[src/cod_pkg.sv]
// Constants and types shared by the opcode decode slice
package cod_pkg;
   // Register byte offsets
   localparam logic [7:0] COD_OFF_OPCODE = 8'h00;
   localparam logic [7:0] COD_OFF_OPER = 8'h04;
   localparam logic [7:0] COD_OFF_ACC = 8'h08;
   localparam logic [7:0] COD_OFF_IDX = 8'h0C;
   localparam logic [7:0] COD_OFF_FLAGS = 8'h10;
   localparam logic [7:0] COD_OFF_PC = 8'h14;
   localparam logic [7:0] COD_OFF_MEMDATA = 8'h18;
   localparam logic [7:0] COD_OFF_STATUS = 8'h1C;
   localparam logic [7:0] COD_OFF_EA = 8'h20;
   // Flag bit positions in condition_flags_register
   localparam int COD_FLAG_H = 4;
   localparam int COD_FLAG_I = 3;
   localparam int COD_FLAG_N = 2;
   localparam int COD_FLAG_Z = 1;
   localparam int COD_FLAG_C = 0;
   // Reset values
   localparam logic [4:0] COD_FLAGS_RST = 5'h08;
   localparam logic [7:0] COD_BYTE_RST = 8'h00;
   localparam logic [15:0] COD_WORD_RST = 16'h0000;
   // Opcodes handled here
   localparam logic [7:0] COD_OP_TEST_DIR = 8'h3D;
   localparam logic [7:0] COD_OP_TEST_A = 8'h4D;
   localparam logic [7:0] COD_OP_TEST_X = 8'h5D;
   localparam logic [7:0] COD_OP_TEST_SOFS = 8'h6D;
   localparam logic [7:0] COD_OP_TEST_IX = 8'h7D;
   localparam logic [7:0] COD_OP_I2A = 8'h9F;
   localparam logic [7:0] COD_OP_A2I = 8'h97;
   localparam logic [7:0] COD_OP_WAIT = 8'h8F;
   localparam logic [7:0] COD_OP_STOP = 8'h8E;
   // Cycle counts
   localparam logic [3:0] COD_CYC_TEST_DIR = 4'h4;
   localparam logic [3:0] COD_CYC_TEST_REG = 4'h3;
   localparam logic [3:0] COD_CYC_TEST_SOFS = 4'h5;
   localparam logic [3:0] COD_CYC_TEST_IX = 4'h4;
   localparam logic [3:0] COD_CYC_XFER = 4'h2;
   localparam logic [3:0] COD_CYC_WAIT = 4'h2;
   localparam logic [3:0] COD_CYC_STOP = 4'h2;
   localparam logic [3:0] COD_CYC_OTHER = 4'h1;

   typedef enum logic [5:0] {
      COD_GRP_BTB = 6'b000001,
      COD_GRP_BSC = 6'b000010,
      COD_GRP_BRANCH = 6'b000100,
      COD_GRP_RMW = 6'b001000,
      COD_GRP_CTRL = 6'b010000,
      COD_GRP_REGMEM = 6'b100000
   } cod_group_t;

   typedef enum logic [7:0] {
      COD_MODE_DIRECT = 8'b00000001,
      COD_MODE_RELATIVE = 8'b00000010,
      COD_MODE_BIT_BRANCH = 8'b00000100,
      COD_MODE_IMPLIED = 8'b00001000,
      COD_MODE_IMMEDIATE = 8'b00010000,
      COD_MODE_LONG_ADDR = 8'b00100000,
      COD_MODE_LONG_OFS = 8'b01000000,
      COD_MODE_SHORT_OFS = 8'b10000000
   } cod_mode_t;

   typedef enum logic [8:0] {
      COD_K_NONE = 9'b000000001,
      COD_K_TEST_MEM = 9'b000000010,
      COD_K_TEST_A = 9'b000000100,
      COD_K_TEST_X = 9'b000001000,
      COD_K_I2A = 9'b000010000,
      COD_K_A2I = 9'b000100000,
      COD_K_WAIT = 9'b001000000,
      COD_K_STOP = 9'b010000000,
      COD_K_INDEX = 9'b100000000
   } cod_kind_t;

   typedef enum logic [3:0] {
      COD_ST_IDLE = 4'b0001,
      COD_ST_RUN = 4'b0010,
      COD_ST_WAIT = 4'b0100,
      COD_ST_STOP = 4'b1000
   } cod_state_t;
endpackage

[src/cod_decode.sv]
// Combinational opcode classifier: group, addressing mode, length, cycles
`timescale 1ns/1ps
module cod_decode
   import cod_pkg::*;
(
   input wire logic [7:0] opcode, // Opcode byte
   output cod_group_t group, // Opcode column group
   output cod_mode_t mode, // Addressing mode
   output logic [1:0] nbytes, // Operand bytes after the opcode
   output logic [3:0] cycles, // Cycles to complete
   output cod_kind_t kind // Operation handled by this slice
);
   always_comb begin
      unique case (opcode[7:4])
         4'h0: group = COD_GRP_BTB;
         4'h1: group = COD_GRP_BSC;
         4'h2: group = COD_GRP_BRANCH;
         4'h3, 4'h4, 4'h5, 4'h6, 4'h7: group = COD_GRP_RMW;
         4'h8, 4'h9: group = COD_GRP_CTRL;
         default: group = COD_GRP_REGMEM;
      endcase
      unique case (opcode[7:4])
         4'h0: begin
            mode = COD_MODE_BIT_BRANCH;
            nbytes = 2'd2;
         end
         4'h1, 4'h3, 4'hB: begin
            mode = COD_MODE_DIRECT;
            nbytes = 2'd1;
         end
         4'h2: begin
            mode = COD_MODE_RELATIVE;
            nbytes = 2'd1;
         end
         4'h6, 4'hE: begin
            mode = COD_MODE_SHORT_OFS;
            nbytes = 2'd1;
         end
         4'hA: begin
            mode = COD_MODE_IMMEDIATE;
            nbytes = 2'd1;
         end
         4'hC: begin
            mode = COD_MODE_LONG_ADDR;
            nbytes = 2'd2;
         end
         4'hD: begin
            mode = COD_MODE_LONG_OFS;
            nbytes = 2'd2;
         end
         4'h7, 4'hF: begin
            mode = COD_MODE_SHORT_OFS;
            nbytes = 2'd0;
         end
         default: begin
            mode = COD_MODE_IMPLIED;
            nbytes = 2'd0;
         end
      endcase
      // No-offset indexed shares the short-offset adder with a zero byte
      if (opcode[7:4] == 4'h7 || opcode[7:4] == 4'hF) begin
         mode = COD_MODE_SHORT_OFS;
      end
      cycles = COD_CYC_OTHER;
      kind = COD_K_NONE;
      unique case (opcode)
         COD_OP_TEST_DIR: begin
            cycles = COD_CYC_TEST_DIR;
            kind = COD_K_TEST_MEM;
         end
         COD_OP_TEST_A: begin
            cycles = COD_CYC_TEST_REG;
            kind = COD_K_TEST_A;
         end
         COD_OP_TEST_X: begin
            cycles = COD_CYC_TEST_REG;
            kind = COD_K_TEST_X;
         end
         COD_OP_TEST_SOFS: begin
            cycles = COD_CYC_TEST_SOFS;
            kind = COD_K_TEST_MEM;
         end
         COD_OP_TEST_IX: begin
            cycles = COD_CYC_TEST_IX;
            kind = COD_K_TEST_MEM;
         end
         COD_OP_I2A: begin
            cycles = COD_CYC_XFER;
            kind = COD_K_I2A;
         end
         COD_OP_A2I: begin
            cycles = COD_CYC_XFER;
            kind = COD_K_A2I;
         end
         COD_OP_WAIT: begin
            cycles = COD_CYC_WAIT;
            kind = COD_K_WAIT;
         end
         COD_OP_STOP: begin
            cycles = COD_CYC_STOP;
            kind = COD_K_STOP;
         end
         default: begin
            cycles = COD_CYC_OTHER;
            kind = COD_K_NONE;
         end
      endcase
   end
endmodule

[src/cod_core.sv]
// Opcode decode slice with APB register access and execution sequencer
`timescale 1ns/1ps
// Summary of operation
// - Test-operand instructions compare the operand with zero, set N and Z, store nothing, keep H, I and C.
// - Test opcodes 3D direct 4 cycles, 4D accumulator and 5D index 3 cycles, 6D short offset 5, 7D indexed 4.
// - Opcode 9F copies the index into the accumulator in 2 cycles, no operand, flags unchanged.
// - Opcode 8F clears the interrupt mask and halts the CPU clock until an interrupt, 2 cycles.
// - Short-offset indexed mode has one operand byte added to the index to form the address.
// - Long-offset indexed mode has two bytes, high first, forming an offset added to the index.
// - Long-address mode fetches two bytes, high first, used directly as the address.
// - Bit-test-and-branch carries a direct address byte then a signed offset added to the program counter.
// - Opcode 8E stops the oscillator and clears the interrupt mask so the interrupt pin can wake it, 2 cycles.
// - Opcode 97 copies the accumulator into the index in 2 cycles, flags unchanged.
module cod_core
   import cod_pkg::*;
(
   input wire logic pclk, // APB clock
   input wire logic presetn, // Async reset, active low
   input wire logic psel, // APB select
   input wire logic penable, // APB access phase
   input wire logic pwrite, // APB direction
   input wire logic [7:0] paddr, // APB byte address
   input wire logic [31:0] pwdata, // APB write data
   output logic [31:0] prdata, // APB read data
   output logic pready, // APB ready
   output logic pslverr, // APB error
   input wire logic irq_n, // External interrupt pin, active low
   output logic cpu_clk_halt, // CPU clock halted by wait
   output logic osc_stopped // Oscillator stopped
);
   cod_state_t state_q;
   logic [7:0] opc_q, acc_q, idx_q, mem_q, op1_q, op2_q;
   logic [4:0] flags_q;
   logic [15:0] pc_q, ea_q, tgt_q;
   logic [3:0] cnt_q;
   logic irq_s1_q, irq_s2_q;
   cod_group_t grp;
   cod_mode_t mode;
   logic [1:0] nbytes;
   logic [3:0] cycles;
   cod_kind_t kind;
   logic wr_acc, rd_acc, mapped, busy, start, done;
   logic [7:0] test_val;
   logic [15:0] ea_d, tgt_d;

   cod_decode u_dec (
      .opcode(opc_q),
      .group(grp),
      .mode(mode),
      .nbytes(nbytes),
      .cycles(cycles),
      .kind(kind)
   );

   // Interrupt pin crosses from outside, two flops before use
   always_ff @(posedge pclk or negedge presetn) begin
      if (!presetn) begin
         irq_s1_q <= 1'b0;
         irq_s2_q <= 1'b0;
      end else begin
         irq_s1_q <= ~irq_n;
         irq_s2_q <= irq_s1_q;
      end
   end

   assign busy = (state_q != COD_ST_IDLE);
   assign wr_acc = psel && penable && pwrite;
   assign rd_acc = psel && penable && !pwrite;
   assign mapped = (paddr <= COD_OFF_EA) && (paddr[1:0] == 2'b00);
   // Writes are refused while an instruction runs, so completion never races software
   assign start = wr_acc && !busy && paddr == COD_OFF_OPCODE;
   assign done = (state_q == COD_ST_RUN) && (cnt_q == cycles);
   assign pready = 1'b1;
   assign pslverr = psel && penable && (!mapped || (pwrite && busy));
   assign cpu_clk_halt = (state_q == COD_ST_WAIT);
   assign osc_stopped = (state_q == COD_ST_STOP);

   always_comb begin
      unique case (mode)
         COD_MODE_SHORT_OFS: ea_d = idx_q + (nbytes == 2'd0 ? 16'h0000 : {8'h00, op1_q});
         COD_MODE_LONG_OFS: ea_d = {op1_q, op2_q} + {8'h00, idx_q};
         COD_MODE_LONG_ADDR: ea_d = {op1_q, op2_q};
         COD_MODE_DIRECT, COD_MODE_BIT_BRANCH: ea_d = {8'h00, op1_q};
         default: ea_d = COD_WORD_RST;
      endcase
      tgt_d = pc_q + {{8{op2_q[7]}}, op2_q};
      unique case (kind)
         COD_K_TEST_A: test_val = acc_q;
         COD_K_TEST_X: test_val = idx_q;
         default: test_val = mem_q;
      endcase
   end

   // Sequencer
   always_ff @(posedge pclk or negedge presetn) begin
      if (!presetn) begin
         state_q <= COD_ST_IDLE;
         cnt_q <= 4'h0;
      end else begin
         unique case (state_q)
            COD_ST_IDLE: begin
               if (start) begin
                  state_q <= COD_ST_RUN;
                  cnt_q <= 4'h1;
               end
            end
            COD_ST_RUN: begin
               cnt_q <= cnt_q + 4'h1;
               if (done) begin
                  cnt_q <= 4'h0;
                  if (kind == COD_K_WAIT) begin
                     state_q <= COD_ST_WAIT;
                  end else if (kind == COD_K_STOP) begin
                     state_q <= COD_ST_STOP;
                  end else begin
                     state_q <= COD_ST_IDLE;
                  end
               end
            end
            COD_ST_WAIT, COD_ST_STOP: begin
               if (irq_s2_q) begin
                  state_q <= COD_ST_IDLE;
               end
            end
            default: state_q <= COD_ST_IDLE;
         endcase
      end
   end

   // Software-visible registers and instruction effects
   always_ff @(posedge pclk or negedge presetn) begin
      if (!presetn) begin
         opc_q <= COD_BYTE_RST;
         acc_q <= COD_BYTE_RST;
         idx_q <= COD_BYTE_RST;
         mem_q <= COD_BYTE_RST;
         op1_q <= COD_BYTE_RST;
         op2_q <= COD_BYTE_RST;
         flags_q <= COD_FLAGS_RST;
         pc_q <= COD_WORD_RST;
         ea_q <= COD_WORD_RST;
         tgt_q <= COD_WORD_RST;
      end else if (wr_acc && !busy) begin
         unique case (paddr)
            COD_OFF_OPCODE: opc_q <= pwdata[7:0];
            COD_OFF_OPER: begin
               op1_q <= pwdata[7:0];
               op2_q <= pwdata[15:8];
            end
            COD_OFF_ACC: acc_q <= pwdata[7:0];
            COD_OFF_IDX: idx_q <= pwdata[7:0];
            COD_OFF_FLAGS: flags_q <= pwdata[4:0];
            COD_OFF_PC: pc_q <= pwdata[15:0];
            COD_OFF_MEMDATA: mem_q <= pwdata[7:0];
            default: ;
         endcase
      end else if (done) begin
         ea_q <= ea_d;
         tgt_q <= tgt_d;
         unique case (kind)
            COD_K_TEST_MEM, COD_K_TEST_A, COD_K_TEST_X: begin
               flags_q[COD_FLAG_N] <= test_val[7];
               flags_q[COD_FLAG_Z] <= (test_val == 8'h00);
            end
            COD_K_I2A: acc_q <= idx_q;
            COD_K_A2I: idx_q <= acc_q;
            COD_K_WAIT, COD_K_STOP: flags_q[COD_FLAG_I] <= 1'b0;
            default: ;
         endcase
      end
   end

   always_ff @(posedge pclk or negedge presetn) begin
      if (!presetn) begin
         prdata <= 32'h00000000;
      end else if (psel && !penable && !pwrite) begin
         unique case (paddr)
            COD_OFF_OPCODE: prdata <= {24'h000000, opc_q};
            COD_OFF_OPER: prdata <= {16'h0000, op2_q, op1_q};
            COD_OFF_ACC: prdata <= {24'h000000, acc_q};
            COD_OFF_IDX: prdata <= {24'h000000, idx_q};
            COD_OFF_FLAGS: prdata <= {27'h0000000, flags_q};
            COD_OFF_PC: prdata <= {16'h0000, pc_q};
            COD_OFF_MEMDATA: prdata <= {24'h000000, mem_q};
            COD_OFF_STATUS: prdata <= {6'h00, grp, mode, 2'b00, nbytes, cycles, state_q};
            COD_OFF_EA: prdata <= {tgt_q, ea_q};
            default: prdata <= 32'h00000000;
         endcase
      end
   end

   a_test_flags: assert property (@(posedge pclk) disable iff (!presetn)
      done && (kind == COD_K_TEST_A) |=> flags_q[COD_FLAG_Z] == ($past(acc_q) == 8'h00)
         && flags_q[COD_FLAG_N] == $past(acc_q[7])) else $error("test flags wrong");
   a_test_keep: assert property (@(posedge pclk) disable iff (!presetn)
      done && kind inside {COD_K_TEST_MEM, COD_K_TEST_A, COD_K_TEST_X} |=> $stable(acc_q) && $stable(idx_q)
         && $stable(flags_q[COD_FLAG_H]) && $stable(flags_q[COD_FLAG_I]) && $stable(flags_q[COD_FLAG_C]))
      else $error("test changed state");
   a_test_dir_cyc: assert property (@(posedge pclk) disable iff (!presetn)
      start && pwdata[7:0] == 8'h3D |-> ##4 done) else $error("direct test cycles");
   a_test_sofs_cyc: assert property (@(posedge pclk) disable iff (!presetn)
      start && pwdata[7:0] == 8'h6D |-> ##1 !done [*4] ##1 done) else $error("indexed test cycles");
   a_i2a_copy: assert property (@(posedge pclk) disable iff (!presetn)
      start && pwdata[7:0] == 8'h9F |-> ##2 done ##1 acc_q == idx_q && $stable(flags_q))
      else $error("index to acc copy");
   a_a2i_copy: assert property (@(posedge pclk) disable iff (!presetn)
      start && pwdata[7:0] == 8'h97 |-> ##2 done ##1 idx_q == acc_q && $stable(flags_q))
      else $error("acc to index copy");
   a_wait_halt: assert property (@(posedge pclk) disable iff (!presetn)
      start && pwdata[7:0] == 8'h8F |-> ##3 cpu_clk_halt && !flags_q[COD_FLAG_I]) else $error("wait halt");
   a_stop_osc: assert property (@(posedge pclk) disable iff (!presetn)
      start && pwdata[7:0] == 8'h8E |-> ##3 osc_stopped && !flags_q[COD_FLAG_I]) else $error("stop osc");
   a_wake_irq: assert property (@(posedge pclk) disable iff (!presetn)
      (cpu_clk_halt || osc_stopped) && irq_s2_q |=> state_q == COD_ST_IDLE) else $error("wake failed");
   a_ea_long: assert property (@(posedge pclk) disable iff (!presetn)
      done && mode == COD_MODE_LONG_OFS |=> ea_q == {$past(op1_q), $past(op2_q)} + {8'h00, $past(idx_q)})
      else $error("long offset address");
   a_grp_nib: assert property (@(posedge pclk) disable iff (!presetn)
      opc_q[7:4] == 4'h9 |-> grp == COD_GRP_CTRL) else $error("group decode");
endmodule

[config.mk]
export PLATFORM = sky130hd
export DESIGN_NAME = cod_core
export DESIGN_NICKNAME = d
export VERILOG_FILES = /design/src/cod_pkg.sv /design/src/cod_decode.sv /design/src/cod_core.sv
export SDC_FILE = /design/constraint.sdc
export NUM_CORES = 1
export LEC_CHECK = 0
export BUFFER_PORTS_ARGS = -buffer_cell sky130_fd_sc_hd__buf_2
export CORE_ASPECT_RATIO = 1.1
export CORE_UTILIZATION = 40
export DETAILED_ROUTE_END_ITERATION = 10
export PLACE_DENSITY_LB_ADDON = 0.08
export RECOVER_POWER = 50
export SYNTH_ARGS = -nofsm -noshare
export SYNTH_HDL_FRONTEND = slang
export SYNTH_SLANG_ARGS = --single-unit
[constraint.sdc]
create_clock -name pclk -period 2.9 [get_ports pclk]
set_clock_uncertainty 0.1 [all_clocks]
set_input_delay 0.29 -clock pclk [delete_from_list [all_inputs] [get_ports pclk]]
set_output_delay 0.29 -clock pclk [all_outputs]
set_load 0.05 [all_outputs]
==> reports/results.ini, run 1 <==
[sta]
tns_ns=0
hold_violations=0
slew_viol_final=62
max_freq_mhz=355
tightest_slew_ns=1.61
min_period_over_period=0.971
setup_viol=0
period_needed_ns=2.81
relSlewSlack=-0.0719

[die]
die_h_microns=154
coreArea_sq_um=20600
die-area_sq_um=21700
ios=82
die_w_microns=140
rows=55
start_util=0.409

[clock_network]
h-tree-depth=4
clockRootBuffer=clkbuf_16
clock_latency_ns=0.43
cts.sinks=143
tritoncts=yes
cts_buffer_depth=2
cts_buffers=17
clk_pin_slew_ns=0.07

[placement]
place.gp.congestion=0.870
post-dp-hpwl_microns=20600
portBuffers=64

[synth]
synthCells=864
synth_area_leaders=dfrtp_1, mux2_2, nand2_1
syn_area_per_cell_sq_um=9.76
synth_commonest_cells=dfrtp_1, nand2_1, mux2_2
synth-seq-cells=143
synth.distinct_cells=68
yosysSeqAreaShare=0.425
yosys_most_used_dff=dfrtp_1
synth_top_area_cell=dfrtp_1
synth_top_area_frac=0.418
synth_edf_count=0
netlist_area_sq_um=8440
synth.most_common_cell=dfrtp_1
synth-warning-count=0
syn_nets=945
async_flop_share=1.00

[global_route]
busiest_layer=met2
use_met3=0.0440
grt_pass1_wl_microns=42400
grt_overflow_total=0
grt_start_max_net_pins=63
track_usage=0.260
grt_pass1_vias=7374
gr-usage-met2=0.436
antenna_found_initial=0
use_met1=0.339

[finish]
drive_above_1_share=0.244
num-nets-final=1059
antenna_cells=0
area_growth_pct=21.3

[run]
maxCapViolCount=1

[drt]
routed_via_density=5.97
wl_microns=27400
wl_per_cell_microns=21.9
drtIter0Drc=718
vias=7449
first_pass_iters=5
drtAntennaViolNets=0
drc_errors=0

[setup_path]
crit_path_end_kind=register
critPathMaxFanout=14
cp.required_ns=3.12
arrival_ns=3.03
startpoint_type=register
path_class=reg -> reg

[outcome]
violations=max-capacitance violations, max-slew violations
status=complete, but fails checks

[power_and_ir_drop]
p_per_area_nw_per_um2=476
finalPower_uw=4870
p_leak_uw=0.00469
vdd_drop_max_uv=425

[hold_path]
min_path_type=in -> reg

-- routing by layer --
layer	part of all wire	wire, microns
met5	0	0
met4	0.028	767
met3	0.049	1350
met2	0.48	13100
met1	0.44	12100
-- area by class of cell --
cell class                 instances  area [sq um]
inverter                          17          63.8
clock buffer                      18           439
tap                              256           320
multi-input combinational        660          4750
timing repair buffer             139           875
fill                            1929         10400
sequential                       143          3580
clock inverter                    14           201
-- kinds of logic (layout without fill, tap and decap cells) --
kind of cell | count (synthesis) | count (layout) | share of synthesized area
flip-flops | 143 | 143 | 0.425
buffers and inverters | 61 | 188 | 0.0301
adder cells (fa/ha/maj) | 35 | 35 | 0.0546
AO/OA/AOI/OAI | 241 | 241 | 0.201
other | 1 | 1 | 0.000445
AND/OR/NAND/NOR | 284 | 284 | 0.166
multiplexers | 70 | 70 | 0.0930
XOR/XNOR | 29 | 29 | 0.0301
-- metrics by stage --
step | worst slack (ns) | instances | area [sq um] | hold slack (ns) | util
finish | 0.0854 | 1247 | 10200 | 0.0124 | 0.496
global route | -0.0252 | 1247 | 10200 | 0.00913 | 0.496
CTS | 0.00575 | 1245 | 10100 | 0.0108 | 0.490
detailed placement | -0.0179 | 1210 | 9440 | 0.210 | 0.457
global placement | -0.00301 | 1210 | 9440 | 0.202 | 0.457
floorplan | 0.0274 | 864 | 8450 | -0.106 | -
-- registers in the layout (all words and copies together) (netlist names), 16 cells and up --
| signal | cells |
|---|---|
| prdata | 32 |
| ea_q | 16 |
| tgt_q | 16 |
| pc_q | 16 |
-- timing repair --
item,4_1_cts,5_1_grt
pin swaps,0,7
hold buffers,3,0
endpoints found under the setup margin,2,32
hold endpoints to repair,60,0
buffers inserted,0,2
gates resized for setup,2,29
-- worst paths after layout --
check                           start   endpoint  slack (ns)  cells after the start
min reg2reg                  irq_s1_q   irq_s2_q        0.26                      0
max reg2reg                  opc_q[7]   acc_q[6]        0.09                      9
max in group asynchronous     presetn  tgt_q[13]        0.50                      3
min in group asynchronous     presetn   irq_s1_q        0.70                      2
min                        pwdata[10]   pc_q[10]        0.01                      2
max                          opc_q[7]   acc_q[6]        0.09                      9
-- cells in the final DEF, fill, tap and decap left out, types with 19 or more instances in the layout --
cell        n
a21oi_1    29
buf_4      67
nand2_1   123
mux2_2     67
clkbuf_1   30
a22oi_1    29
ha_1       29
a31oi_1    19
nor2_1     49
dfrtp_1   140
buf_2      33
o21ai_0    54
-- power breakdown --
group | total [uW] | internal, uW | switching [uW]
Sequential | 2070 | 2040 | 33.0
Clock | 2410 | 1480 | 931
Combinational | 384 | 104 | 280
-- worst max-delay path: stages, from the launching register on --
cell      delay [ns]
dfrtp_1         0.38
buf_4           0.14
buf_4           0.19
and4bb_2        0.32
nand4_1         0.13
a31o_2          0.33
a211o_4         0.38
o31ai_4         0.20
buf_6           0.18
mux2_2          0.34
No activity file was read; power rests on OpenSTA's default activity.
==> run 2, diff against run 1 <==
- CORE_UTILIZATION: 40 -> 45
==> reports/results.ini, run 2 (synthesis results as in run 1) <==
[clock_network]
clk_pin_slew_ns=0.06  ; was 0.07 ns
clockRootBuffer=clkbuf_16  ; unchanged
clock_latency_ns=0.42  ; was 0.43 ns
tritoncts=yes  ; unchanged
cts_buffer_depth=2  ; unchanged
cts_buffers=17  ; unchanged
cts.sinks=143  ; unchanged
h-tree-depth=4  ; unchanged

[sta]
relSlewSlack=-0.378  ; was -0.0719
tightest_slew_ns=2.07  ; was 1.61 ns
slew_viol_final=89  ; was 62
layout_setup_ws_ns=0.0687  ; was 0.0854 ns
hold_violations=0  ; unchanged
period_needed_ns=2.83  ; was 2.81 ns
tns_ns=0  ; unchanged
max_freq_mhz=353  ; was 355 MHz
min_period_over_period=0.976  ; was 0.971
setup_viol=0  ; unchanged

[setup_path]
crit_path_end=acc_q[5]  ; was acc_q[6]
path_class=reg -> reg  ; unchanged
arrival_ns=3.04  ; was 3.03 ns
critPathLaunch=opc_q[5]  ; was opc_q[7]
critPathMaxFanout=8  ; was 14
regToRegEndpoint=acc_q[5]  ; was acc_q[6]
r2r_cells=9  ; unchanged
crit_path_end_kind=register  ; unchanged
startpoint_type=register  ; unchanged
r2r_slack_ns=0.07  ; was 0.09 ns
cp.required_ns=3.11  ; was 3.12 ns
r2r_start=opc_q[5]  ; was opc_q[7]

[die]
die_w_microns=133  ; was 140 microns
die-area_sq_um=19300  ; was 21700 sq um
ios=82  ; unchanged
coreArea_sq_um=18300  ; was 20600 sq um
rows=52  ; was 55
die_h_microns=146  ; was 154 microns
start_util=0.460  ; was 0.409

[global_route]
grt_start_max_net_pins=90  ; was 63
track_usage=0.293  ; was 0.260
grt_overflow_total=0  ; unchanged
antenna_found_initial=0  ; unchanged
grt_pass1_vias=7660  ; was 7374
grt_pass1_wl_microns=43100  ; was 42400 microns

[drt]
drtAntennaViolNets=0  ; unchanged
wl_per_cell_microns=21.9  ; about the same
drtIter0Drc=771  ; was 718
wl_microns=27200  ; was 27400 microns
drc_errors=0  ; unchanged
vias=7588  ; was 7449
routed_via_density=6.11  ; was 5.97
first_pass_iters=6  ; was 5

[placement]
place_ws_ns=-0.0261  ; was -0.0179 ns
place.gp.congestion=0.922  ; was 0.870
dp_cells=1202  ; was 1210
portBuffers=64  ; unchanged
post-dp-hpwl_microns=20500  ; was 20600 microns

[finish]
final_common_cell=dfrtp_1  ; unchanged
antenna_cells=0  ; unchanged
final_cell_mix=dfrtp_1, nand2_1, buf_4  ; was dfrtp_1, nand2_1, mux2_2, buf_4, o21ai_0
num-nets-final=1067  ; was 1059
area_growth_pct=20.8  ; was 21.3%
drive_above_1_share=0.262  ; was 0.244
seq_area_sq_um=3580  ; about the same
multi_input_area_sq_um=4720  ; was 4750 sq um
fin_util=0.555  ; was 0.496
largest_reg_flops=32  ; unchanged
filler_cell_count=1701  ; was 1929
instances_no_fill=1242  ; was 1247
max_flop_register=prdata  ; unchanged

[run]
maxCapViolCount=1  ; unchanged

[hold_path]
min_path_type=in -> reg  ; unchanged

[outcome]
status=complete, but fails checks  ; unchanged
violations=max-capacitance violations, max-slew violations  ; unchanged

[power_and_ir_drop]
vdd_drop_max_uv=383  ; was 425 uV
p_leak_uw=0.00473  ; was 0.00469 uW
p_per_area_nw_per_um2=451  ; was 476 nW/um^2
finalPower_uw=4600  ; was 4870 uW

run 2: how the worst min path moves through the flow:
stage	endpoint	cells past startpoint	slack [ns]	startpoint
2_1_floorplan	acc_q[0]	0	-0.11	presetn
3_3_place_gp	irq_s2_q	0	0.24	irq_s1_q
3_5_place_dp	irq_s2_q	0	0.25	irq_s1_q
4_1_cts	op2_q[1]	3	0.008	pwdata[9]
5_1_grt	pc_q[10]	2	0.01	pwdata[10]
6_report	op2_q[1]	3	0.02	pwdata[9]
run 2: per-stage QoR:
step                hold WS, ns  cell area (sq um)
finish                   0.0187              10200
global route             0.0137              10200
CTS                     0.00757              10100
detailed placement        0.250               9460
global placement          0.244               9460
floorplan                -0.106               8450
run 2: worst max-delay path: stages, from the launching register on:
cell	delay (ns)
dfrtp_1	0.42
buf_4	0.15
buf_4	0.15
and4bb_4	0.38
nand4_1	0.16
a31o_4	0.27
a211o_2	0.37
o31ai_4	0.21
buf_6	0.18
mux2_2	0.34
run 2: report_power, final:
group	switching [uW]	internal [uW]	total, uW	leakage [uW]
Clock	884	1250	2130	0.000275
Sequential	32.9	2040	2070	0.00192
Combinational	280	111	391	0.00253
run 2: repair_timing:
item	4_1_cts	5_1_grt
setup buffers	0	6
setup endpoints to repair	3	23
hold endpoints to repair	86	0
resized for setup	2	22
hold buffers	2	0
pin swaps	0	10
gates cloned	0	0
run 2: cell type report:
class | instances | share of cell area
multi-input cells | 660 | 0.463
flip-flops and latches | 143 | 0.351
repair buffers | 147 | 0.0931
clock buffers | 20 | 0.0458
well taps | 243 | 0.0298
clock inverters | 12 | 0.0108
inverters | 17 | 0.00626
run 2: routing by layer:
| layer | track usage | up-vias | part of all wire |
|---|---|---|---|
| li1 | - | 3478 | - |
| met1 | 0.381 | 3825 | 0.43 |
| met2 | 0.497 | 244 | 0.50 |
| met3 | 0.0526 | 41 | 0.052 |
| met4 | 0.0914 | 0 | 0.020 |
| met5 | 0 | - | 0 |
